===== src/design/bank_set_pkg.sv =====
package bank_set_pkg;

  // ----------------------------------------------------------------
  // Organisation
  // ----------------------------------------------------------------
  localparam int NUM_BANKS = 8;
  localparam int NUM_SETS = 2;
  localparam int QUEUE_DEPTH = 4;
  localparam int WORD_W = 16;
  localparam int REQ_W = 12;
  localparam int GAP_CLASSES = 3;

  // ----------------------------------------------------------------
  // Request word field positions
  // ----------------------------------------------------------------
  localparam int OP_LSB = 9;
  localparam int BANK_LSB = 6;
  localparam int DELAY_LSB = 4;
  localparam int REF_EN_POS = 3;
  localparam int REF_BANK_LSB = 0;

  typedef enum logic [2:0] {
    OP_NOP = 3'h0,
    OP_ROW_OPEN = 3'h1,
    OP_REFRESH_OPEN = 3'h2,
    OP_COL_WRITE = 3'h3,
    OP_COL_READ = 3'h4,
    OP_ROW_CLOSE = 3'h5
  } op_t;

  typedef logic [2:0] bank_t;
  typedef logic [1:0] delay_t;
  typedef logic [3:0] gap_t;
  typedef logic [WORD_W-1:0] word_t;

  // One pending row operation in a set's delay queue
  typedef struct packed {
    logic valid;
    logic open;
    bank_t bank;
  } row_slot_t;

  // ----------------------------------------------------------------
  // Spacing limits, counted in clock_period units of the link
  // ----------------------------------------------------------------
  localparam gap_t SAME_SET_ACTIVATE_GAP = 4'h4;
  localparam gap_t CROSS_SET_ACTIVATE_GAP = 4'h1;
  localparam gap_t SAME_SET_PRECHARGE_GAP = 4'h4;
  localparam gap_t CROSS_SET_PRECHARGE_GAP = 4'h1;
  localparam gap_t SAME_SET_WRITE_TO_READ_GAP = 4'h6;
  localparam gap_t CROSS_SET_WRITE_TO_READ_GAP = 4'h2;

  // Gap timer classes
  localparam int CLS_ACT = 0;
  localparam int CLS_PRE = 1;
  localparam int CLS_WR = 2;

  // ----------------------------------------------------------------
  // Reset values
  // ----------------------------------------------------------------
  localparam gap_t GAP_RESET = 4'hf;
  localparam word_t WORD_RESET = 16'h0000;
  localparam logic [REQ_W-1:0] REQ_IDLE = 12'h000;

endpackage


===== src/design/request_link_if.sv =====
interface request_link_if;
  import bank_set_pkg::*;

  // Link clock, made by the controller
  logic link_clk;
  // Request word, stable around the link's rising edge
  logic [REQ_W-1:0] request_lines;
  // Write data lane, valid with a column write request
  logic [WORD_W-1:0] write_lane;
  // Read data lane and its completion toggle
  logic [WORD_W-1:0] read_lane;
  logic read_toggle;

  modport controller (
    output link_clk,
    output request_lines,
    output write_lane,
    input read_lane,
    input read_toggle
  );

  modport device (
    input link_clk,
    input request_lines,
    input write_lane,
    output read_lane,
    output read_toggle
  );
endinterface


===== src/design/gap_timer.sv =====
module gap_timer
  import bank_set_pkg::*;
(
  input wire logic clk_in,
  input wire logic sys_rst_in,
  input wire logic tick_in,
  input wire logic event_in,
  output logic [3:0] count_out
);

  typedef struct packed {
    gap_t count;
  } timer_state_t;

  timer_state_t s;
  timer_state_t next_s;

  // ----------------------------------------------------------------
  // Link slots since the last event, saturating
  // ----------------------------------------------------------------
  always_comb
  begin
    next_s = s;
    if (tick_in)
    begin
      if (event_in)
        next_s.count = 4'h1;
      else if (s.count != GAP_RESET)
        next_s.count = s.count + 4'h1;
    end
  end

  // State register
  always_ff @(posedge clk_in)
  begin
    if (sys_rst_in)
      s.count <= GAP_RESET;
    else
      s <= next_s;
  end

  assign count_out = s.count;
endmodule


===== src/design/bank_set_controller.sv =====
module bank_set_controller
  import bank_set_pkg::*;
(
  input wire logic clk_in,
  input wire logic sys_rst_in,
  input wire logic cmd_valid_in,
  input wire logic [2:0] cmd_op_in,
  input wire logic [2:0] cmd_bank_in,
  input wire logic [1:0] cmd_delay_in,
  input wire logic cmd_ref_en_in,
  input wire logic [2:0] cmd_ref_bank_in,
  input wire logic [15:0] cmd_wdata_in,
  output logic cmd_ready_out,
  output logic [15:0] rd_data_out,
  output logic rd_valid_out,
  request_link_if.controller link
);

  typedef struct packed {
    logic phase;
    logic [REQ_W-1:0] req;
    word_t wlane;
    logic [2:0] tog_sync;
    logic tog_seen;
    logic [1:0][WORD_W-1:0] data_sync;
    word_t rd_data;
    logic rd_valid;
  } ctl_state_t;

  ctl_state_t s;
  ctl_state_t next_s;
  gap_t cnt [GAP_CLASSES][NUM_SETS];
  logic slot;
  logic issue;
  logic spacing_ok;
  logic bank_set;
  logic ref_set;
  logic [GAP_CLASSES-1:0][NUM_SETS-1:0] ev;

  // Same-set and cross-set limits for one command class
  function automatic logic gap_ok(input gap_t same_cnt, input gap_t other_cnt, input gap_t same_gap,
                                  input gap_t cross_gap);
    gap_ok = (same_cnt >= same_gap) && (other_cnt >= cross_gap);
  endfunction

  // ----------------------------------------------------------------
  // Issue check
  // ----------------------------------------------------------------
  assign slot = s.phase;
  assign bank_set = cmd_bank_in[0];
  assign ref_set = cmd_ref_bank_in[0];

  // Spacing check against last write, activate and precharge per set
  always_comb
  begin
    spacing_ok = 1'b1;
    case (cmd_op_in)
      OP_ROW_OPEN, OP_REFRESH_OPEN:
        spacing_ok = gap_ok(cnt[CLS_ACT][bank_set], cnt[CLS_ACT][!bank_set],
                            SAME_SET_ACTIVATE_GAP, CROSS_SET_ACTIVATE_GAP);
      OP_ROW_CLOSE:
        spacing_ok = gap_ok(cnt[CLS_PRE][bank_set], cnt[CLS_PRE][!bank_set],
                            SAME_SET_PRECHARGE_GAP, CROSS_SET_PRECHARGE_GAP)
                     && (!cmd_ref_en_in || gap_ok(cnt[CLS_PRE][ref_set], cnt[CLS_PRE][!ref_set],
                            SAME_SET_PRECHARGE_GAP, CROSS_SET_PRECHARGE_GAP));
      OP_COL_READ:
        spacing_ok = gap_ok(cnt[CLS_WR][bank_set], cnt[CLS_WR][!bank_set],
                            SAME_SET_WRITE_TO_READ_GAP, CROSS_SET_WRITE_TO_READ_GAP);
      default:
        spacing_ok = 1'b1;
    endcase
  end

  assign cmd_ready_out = slot && spacing_ok;
  assign issue = cmd_valid_in && cmd_ready_out;

  // ----------------------------------------------------------------
  // Per-set event history
  // ----------------------------------------------------------------
  always_comb
  begin
    ev = '0;
    for (int st = 0; st < NUM_SETS; st++)
    begin
      ev[CLS_ACT][st] = issue && (cmd_op_in == OP_ROW_OPEN || cmd_op_in == OP_REFRESH_OPEN)
                        && (bank_set == st[0]);
      ev[CLS_PRE][st] = issue && (cmd_op_in == OP_ROW_CLOSE)
                        && ((bank_set == st[0]) || (cmd_ref_en_in && ref_set == st[0]));
      ev[CLS_WR][st] = issue && (cmd_op_in == OP_COL_WRITE) && (bank_set == st[0]);
    end
  end

  // One timer per class and set
  for (genvar g = 0; g < GAP_CLASSES * NUM_SETS; g++)
  begin : g_timer
    gap_timer u_timer (
      .clk_in(clk_in),
      .sys_rst_in(sys_rst_in),
      .tick_in(slot),
      .event_in(ev[g / NUM_SETS][g % NUM_SETS]),
      .count_out(cnt[g / NUM_SETS][g % NUM_SETS])
    );
  end

  // ----------------------------------------------------------------
  // Link clock, request lines and read return
  // ----------------------------------------------------------------
  always_comb
  begin
    next_s = s;
    next_s.phase = !s.phase;
    next_s.rd_valid = 1'b0;
    if (slot)
    begin
      next_s.req = REQ_IDLE;
      if (issue)
      begin
        next_s.req[OP_LSB +: 3] = cmd_op_in;
        next_s.req[BANK_LSB +: 3] = cmd_bank_in;
        next_s.req[DELAY_LSB +: 2] = cmd_delay_in;
        next_s.req[REF_EN_POS] = cmd_ref_en_in;
        next_s.req[REF_BANK_LSB +: 3] = cmd_ref_bank_in;
        next_s.wlane = cmd_wdata_in;
      end
    end
    // Toggle takes one flop more than data, so data has settled
    next_s.tog_sync = {s.tog_sync[1:0], link.read_toggle};
    next_s.data_sync = {s.data_sync[0], link.read_lane};
    next_s.tog_seen = s.tog_sync[2];
    if (s.tog_sync[2] != s.tog_seen)
    begin
      next_s.rd_data = s.data_sync[1];
      next_s.rd_valid = 1'b1;
    end
  end

  // State register
  always_ff @(posedge clk_in)
  begin
    if (sys_rst_in)
    begin
      s <= '0;
      s.req <= REQ_IDLE;
      s.wlane <= WORD_RESET;
      s.rd_data <= WORD_RESET;
    end
    else
      s <= next_s;
  end

  assign link.link_clk = s.phase;
  assign link.request_lines = s.req;
  assign link.write_lane = s.wlane;
  assign rd_data_out = s.rd_data;
  assign rd_valid_out = s.rd_valid;
endmodule


===== src/flat_wrapper.sv =====
// flat-port wrapper written by rule: the top's interface ports become plain ports
module bank_set_controller_flat import bank_set_pkg::*;
  (clk_in, sys_rst_in, cmd_valid_in, cmd_op_in, cmd_bank_in, cmd_delay_in, cmd_ref_en_in, cmd_ref_bank_in, cmd_wdata_in, cmd_ready_out, rd_data_out, rd_valid_out, link_link_clk, link_request_lines, link_write_lane, link_read_lane, link_read_toggle);
  request_link_if link_i ();
  input wire logic clk_in;
  input wire logic sys_rst_in;
  input wire logic cmd_valid_in;
  input wire logic [2:0] cmd_op_in;
  input wire logic [2:0] cmd_bank_in;
  input wire logic [1:0] cmd_delay_in;
  input wire logic cmd_ref_en_in;
  input wire logic [2:0] cmd_ref_bank_in;
  input wire logic [15:0] cmd_wdata_in;
  output logic cmd_ready_out;
  output logic [15:0] rd_data_out;
  output logic rd_valid_out;
  output wire logic [$bits(link_i.link_clk)-1:0] link_link_clk;
  output wire logic [$bits(link_i.request_lines)-1:0] link_request_lines;
  output wire logic [$bits(link_i.write_lane)-1:0] link_write_lane;
  input wire logic [$bits(link_i.read_lane)-1:0] link_read_lane;
  input wire logic [$bits(link_i.read_toggle)-1:0] link_read_toggle;
  assign link_link_clk = link_i.link_clk;
  assign link_request_lines = link_i.request_lines;
  assign link_write_lane = link_i.write_lane;
  assign link_i.read_lane = link_read_lane;
  assign link_i.read_toggle = link_read_toggle;
  bank_set_controller u_core (.clk_in(clk_in), .sys_rst_in(sys_rst_in), .cmd_valid_in(cmd_valid_in), .cmd_op_in(cmd_op_in), .cmd_bank_in(cmd_bank_in), .cmd_delay_in(cmd_delay_in), .cmd_ref_en_in(cmd_ref_en_in), .cmd_ref_bank_in(cmd_ref_bank_in), .cmd_wdata_in(cmd_wdata_in), .cmd_ready_out(cmd_ready_out), .rd_data_out(rd_data_out), .rd_valid_out(rd_valid_out), .link(link_i));
endmodule

===== config.mk =====
export PLATFORM = sky130hd
export DESIGN_NAME = bank_set_controller_flat
export DESIGN_NICKNAME = d
export VERILOG_FILES = /design/src/design/bank_set_pkg.sv /design/src/design/request_link_if.sv /design/src/design/gap_timer.sv /design/src/design/bank_set_controller.sv /design/src/flat_wrapper.sv
export SDC_FILE = /design/constraint.sdc
export NUM_CORES = 1
export LEC_CHECK = 0
export BUFFER_PORTS_ARGS = -buffer_cell sky130_fd_sc_hd__buf_2
export CORE_MARGIN = 1.5
export CORE_UTILIZATION = 54
export DETAILED_ROUTE_END_ITERATION = 16
export PLACE_DENSITY = 0.79
export REMOVE_ABC_BUFFERS = 1
export SLEW_MARGIN = 25
export SYNTH_ARGS = -nofsm -noshare
export SYNTH_HDL_FRONTEND = slang
export SYNTH_SLANG_ARGS = --single-unit
export TNS_END_PERCENT = 10

===== constraint.sdc =====
create_clock -name clk_in -period 2.5 [get_ports clk_in]
set_clock_uncertainty 0.1 [all_clocks]
set_input_delay 0.25 -clock clk_in [delete_from_list [all_inputs] [get_ports clk_in]]
set_output_delay 0.25 -clock clk_in [all_outputs]
set_load 0.005 [all_outputs]

==> results of run 1 <==
-- timing repair --
item,in CTS,in global routing
setup buffers,0,0
hold buffers,15,0
hold endpoints to repair,15,0
-- critical path: cells and delay by family (launching register included) --
| family | cells | cell delay [ns] |
|---|---|---|
| buffers and inverters | 1 | 0.14 |
| AOI/OAI and AO/OA | 3 | 0.80 |
| DFF | 1 | 0.36 |
| and+or+nand+nor | 2 | 0.32 |
-- cells by family (layout without fill, tap and decap cells) --
logic type      after synthesis  after routing
xor+xnor                      5              5
fa+ha+maj                     7              7
flops                       106            106
simple gates                173            173
mux                           3              3
buf+inv                      80            142
compound gates              121            121
-- layout make-up --
| class | count | area share [%] |
|---|---|---|
| Sequential cell | 106 | 42.9 |
| Tap cell | 102 | 2.58 |
| Inverter | 7 | 0.532 |
| Clock inverter | 7 | 1.42 |
| Timing Repair Buffer | 119 | 14.1 |
| Clock buffer | 9 | 2.51 |
| Multi-Input combinational cell | 309 | 35.9 |
-- per-stage QoR --
stage	util, %	TNS [ns]
after floorplan	-	-0.692
after global placement	58.9	0
after detailed placement	58.9	0
after CTS	63.3	0
after global routing	63.3	0
final	63.3	0
-- registers in the layout (all words and copies together), names as in the netlist --
signal	flops
u_core.g_timer.u_timer.count_out	24
u_core.link.link_clk	1
u_core.link.request_lines	12
u_core.link.write_lane	16
u_core.next_s	19
u_core.rd_data_out	16
u_core.rd_valid_out	1
u_core.s	17
-- layout by cell type, fill, tap and decap left out, drive strengths merged, types with 2 or more instances in the layout --
cell type,count
dlygate4sd3,15
mux2,2
ha,6
or2,2
nand2b,4
and3,5
clkinv,4
o22ai,3
o211ai,4
a21oi,44
clkbuf,9
a32oi,12
nor3,4
o221ai,4
nand3,27
a31oi,4
a211oi,3
a21o,2
inv,10
nor2b,38
xor2,4
buf,104
o21ai,31
and2,2
nand2,48
a221o,2
dfxtp,106
nor2,32
nand4,6
a22oi,3
-- Yosys cell counts, drive strengths merged, types with 2 or more instances --
cell type,instances
dfxtp,106
buf,51
nand2,48
a21oi,44
nor2b,38
nor2,32
o21ai,31
nand3,27
clkbuf,22
a32oi,12
ha,6
inv,6
nand4,6
and3,5
a31oi,4
nand2b,4
nor3,4
o211ai,4
o221ai,4
xor2,4
a211oi,3
a22oi,3
o22ai,3
a21o,2
a221o,2
and2,2
mux2,2
or2,2
-- worst max path at each step --
stage | from | end | slack (ns) | cells past startpoint
after floorplan | u_core.link.link_clk | u_core.g_timer[4].u_timer.count_out[1] | -0.30 | 4
after global placement | cmd_bank_in[0] | u_core.link.request_lines[7] | 0.34 | 7
after detailed placement | cmd_bank_in[0] | u_core.link.request_lines[8] | 0.27 | 7
after CTS | u_core.g_timer[2].u_timer.count_out[0] | cmd_ready_out | 0.16 | 6
after global routing | u_core.g_timer[2].u_timer.count_out[0] | cmd_ready_out | 0.02 | 6
final | u_core.g_timer[2].u_timer.count_out[0] | cmd_ready_out | 0.17 | 6
-- layer usage --
layer  track usage, %  routed length [um]  up-vias
met5                0                   0        -
met1             25.9                3880     1665
met4             7.70                 151        0
li1                 -                   -     1787
met3             3.25                 556       14
met2             36.4                4430      136
-- power breakdown --
part           switching, uW  internal [uW]
sequential               106           1810
combinational            331            300
clock                    616            392
==> impl_results.md, run 1 <==
* Power Density at 719 nW/um^2
* Core area at 7810 um^2
* IO Port Bufs at 94
* Synth top area share at 48.4%
* Post-synthesis mux area share at 0.742%
* Cts bufs inserted at 9
* H-tree lvl count at 3
* Die height at 93.1 um
* CTS sink count at 106
* Worst Hold Class: in2reg
* CTS tree: yes
* Post-Synth Adder-Cell Area at 1.94%
* Final hold violations at 0
* Fin nets at 606
* Reg2reg path depth at 7
* Critical R2R Capture: u_core.link.write_lane[11]
* Final Worst Setup Slack at 0.168 ns
* Slew @ Worst Pin at 0.685 ns
* Area of the multi-input gates at 1780 um^2
* Largest vdd supply drop at 0.324 mV
* Synth unique cells at 52
* Total Power at 3550 uW
* Vias at 3602
* Hold Path End: u_core.next_s[34]
* Post-DP Area at 4600 um^2
* Iter 0 DRT Violations at 173
* PostCTS Resize Cnt at 0
* Wire per inst at 13.7 um
* Compound-cell area share of the yosys netlist at 17.1%
* Synth area leader: dfxtp_1
* First-pass GRT wire length at 14.5 mm
* TritonRoute pass-1 iters at 5
* Total GRT Usage at 20.9%
* Synthesized cell area at 4390 um^2
* CP required at 2.15 ns
* CP Cell Sequence: or2_1 -> a311oi_1 -> a211o_1 -> o221a_2 -> nor2_1 -> buf_2
* RSZ-0062 raised after global routing: no
* Crit path kind: reg2out
* Top_reg_cell synth: dfxtp_1
* Final setup vio count at 0
* Max-slew violation count at 0
* Synth warn at 0
* Register area at 2120 um^2
* Status: completed
* Max Cap Violations at 0
* Total grt overflow at 0
* Clock slew at reported path FFs at 0.10 ns
* Seq/Total Area, Yosys at 48.4%
* Leak at 0.00213 uW
* Fin crit share at 93.3%
* Maximum number of pins on one net before global-route repair at 75
* Crit start category: flip-flop
* Antenna-violating nets left at 0
* Layout cell share with drive strength beyond 1 at 22.8%
* Fraction of registers with async set/reset at 0%
* Rows at 32
* Critical path arrival at 1.98 ns
* Hold Path Stages at 2
* Maximum root-to-sink buffer count at 2
* Fmax achieved at 429 MHz
* Syn Inst Count at 495
* Dpl ws at 0.271 ns
* Main combinational cell family by area after synthesis: simple AND/OR/NAND/NOR gates
* Post-DP HPWL at 6.07 mm
* Initial antenna violation count at 0
* Chip Width at 93.1 um
* Cell Count Post-Placement at 628
* Simple-gate share of the synthesized area at 19.5%
* Worst R2R Setup Slack at 0.30 ns
* RD Place Congestion at 0.875
* Antenna fix cells at 0
* Final instance area at 4940 um^2
* Final Non-Filler Cells at 659
* Number of synthesized flops with an enable pin at 0
* #FFs+latches synth at 106
* Relative max-transition margin at 54.4%
* DRC viols at 0
* Hold path startpoint: link_read_lane[1]
* Worst path max stage delay at 0.36 ns
* Final min period at 2.33 ns
* CTS Root Cell: clkbuf_8
* Detailed Route WL at 9.02 mm
* Avg Cell Area, Syn at 8.86 um^2
* Worst setup EP type: primary output
* Clk_lat worst skew at 0.36 ns
* Worst R2R Start: u_core.g_timer[1].u_timer.count_out[0]
* Post-Synth XOR/XNOR Area at 0.999%
* IO Pins at 95
* Initial Util at 56.2%
* Hold WS at 0.00735 ns
* CP max stage cell: dfxtp_1
* Synth-to-layout area growth at 12.7%
* Crit Path Max Fanout at 12
* DR vias/cell at 5.47
* Vias in the first global route at 3190
* Area of the die at 8670 um^2
* Synth area leaders: dfxtp_1 48%, buf_4 7.7%, nor2b_1 5.4%
* Filler instances at 663
(Power assumes the default switching activity.)
==> run 2: changes to the inputs <==
Settings changed: CORE_UTILIZATION 54 to 56, CTS_BUF_LIST set to sky130_fd_sc_hd__clkbuf_8, HOLD_SLACK_MARGIN set to 0.03, PLACE_DENSITY 0.79 to 0.82.
==> run 2 against run 1 <==
Net effect: global-route usage grew 2.8 points; power is 4.6% higher; cell area rose by 4.9%; worst hold slack gained 0.027 ns; first-iteration DRC count up 65%; non-clock buffer count rose by 19; flip-flop and latch count unchanged; core utilization grew 4.5 points; clock power up 11%; worst setup slack lost 0.019 ns; via count grew 3.7%; critical path depth unchanged.
==> impl_results.md, run 2 (synthesized netlist as in run 1, its figures left out) <==
* Status: completed
* Max reg flops at 24
* Iter 0 DRT Violations at 285
* Chip Width at 91.5 um
* DRC viols at 0
* Power Density at 717 nW/um^2
* RD Place Congestion at 0.884
* CTS tree: yes
* IO Pins at 95
* Total GRT Usage at 23.7%
* Maximum number of pins on one net before global-route repair at 81
* Antenna-violating nets left at 0
* Fin nets at 625
* PostCTS Resize Cnt at 0
* Core Util, Final at 67.8%
* Core area at 7650 um^2
* Max-slew violation count at 0
* Met2 WL at 5.01 mm
* Max Cap Violations at 0
* Commonest non-fill, non-tap cells in the layout: 106 x dfxtp_1, 94 x buf_2, 48 x nand2_1
* Relative max-transition margin at 66.1%
* Hold Path End: u_core.link.write_lane[10]
* CP required at 2.15 ns
* IO Port Bufs at 94
* Hold path startpoint: cmd_wdata_in[10]
* Met3 WL at 479 um
* Final instance area at 5180 um^2
* CTS Hold Bufs at 35
* CTS sink count at 106
* Antenna fix cells at 0
* Layout cell share with drive strength beyond 1 at 21.9%
* Worst setup EP type: primary output
* Hold Path Stages at 3
* Post-CTS Setup Bufs at 0
* RSZ-0062 raised after global routing: no
* Worst path top cell family by delay: compound AO/OA/AOI/OAI gates
* Final setup vio count at 0
* Crit Path Max Fanout at 12
* Final min period at 2.35 ns
* TritonRoute pass-1 iters at 5
* Maximum root-to-sink buffer count at 2
* Initial antenna violation count at 0
* First-pass GRT wire length at 15.9 mm
* Final hold violations at 0
* CTS Root Cell: clkbuf_8
* Worst R2R Start: u_core.link.link_clk
* Dpl ws at 0.340 ns
* Largest vdd supply drop at 0.351 mV
* DR vias/cell at 5.51
* Cts bufs inserted at 9
* Wire per inst at 14.9 um
* Final Non-Filler Cells at 678
* Post-Route M1 WL at 4.33 mm
* Max layer used: met4
* Post-DP HPWL at 6.09 mm
* Clock slew at reported path FFs at 0.10 ns
* Area of the die at 8370 um^2
* Final Worst Setup Slack at 0.149 ns
* Worst path max stage delay at 0.36 ns
* Die height at 91.5 um
* Clk_lat worst skew at 0.37 ns
* Crit start category: flip-flop
* Crit path kind: reg2out
* Detailed Route WL at 10.1 mm
* Slew @ Worst Pin at 0.507 ns
* CP bufs+invs at 1
* Critical R2R Capture: u_core.g_timer[3].u_timer.count_out[0]
* CP max stage cell: dfxtp_1
* Rows at 32
* Initial Util at 57.3%
* Vias in the first global route at 3328
* Vias at 3735
* Critical path arrival at 2.00 ns
* Cell Count Post-Placement at 627
* Worst Hold Class: in2reg
* Leak at 0.00223 uW
* Fmax achieved at 425 MHz
* H-tree lvl count at 3
* Leading cell type in the layout, fill and taps excluded: dfxtp_1
* Total grt overflow at 0
* Synth-to-layout area growth at 18.2%
* Post-DP Area at 4610 um^2
* Reg2reg path depth at 4
* Fin crit share at 94.1%
* Hold WS at 0.0348 ns
* Worst R2R Setup Slack at 0.34 ns
* CP Cell Sequence: or2_1 -> a311oi_1 -> a211o_1 -> o221a_2 -> nor2_1 -> buf_2
==> run 2: changes by cell type in the layout (fill, tap and decap cells not counted) <==
cell,previous run,this run
buf_4,10,7
dlygate4sd3_1,15,35
clkinv_8,1,2
inv_6,2,1
inv_8,2,1
buf_12,0,2
bufinv_16,0,1
==> run 2: power breakdown <==
group          leakage, uW  switching [uW]  internal [uW]  total (uW)
sequential        0.000867             115           1810        1920
clock             0.000111             629            490        1120
combinational      0.00125             350            325         676
==> run 2: how the worst max path moves through the flow <==
stage,from,to,cells past startpoint
2_1_floorplan,u_core.link.link_clk,u_core.g_timer[4].u_timer.count_out[1],4
3_3_place_gp,cmd_bank_in[0],u_core.g_timer[3].u_timer.count_out[0],6
3_5_place_dp,cmd_bank_in[0],u_core.g_timer[3].u_timer.count_out[0],6
4_1_cts,u_core.g_timer[4].u_timer.count_out[1],cmd_ready_out,5
5_1_grt,u_core.g_timer[2].u_timer.count_out[0],cmd_ready_out,6
6_report,u_core.g_timer[2].u_timer.count_out[0],cmd_ready_out,6
==> run 2: final cells by class <==
| type | count | area, um^2 |
|---|---|---|
| Fill cell | 581 | 2460 |
| Sequential cell | 106 | 2120 |
| Multi-Input combinational cell | 309 | 1780 |
| Timing Repair Buffer | 138 | 913 |
| Tap cell | 102 | 128 |
| Clock buffer | 9 | 124 |
| Clock inverter | 7 | 96.3 |
| Inverter | 7 | 26.3 |
==> run 2: worst min-delay path, stage by stage <==
cell	delay (ns)
buf_2	0.10
nand3_1	0.06
a21oi_1	0.06
==> run 2: routing by layer <==
metal  track usage [%]  vias up
met4              11.2        0
met5                 0        -
met3              3.02       21
met2              40.3      123
met1              29.7     1759
li1                  -     1832
==> run 2: through the flow <==
step	power, uW	setup TNS (ns)
finish	3720	0
global route	3880	0
CTS	3720	0
detailed placement	2570	0
global placement	2520	0
floorplan	2350	-0.692
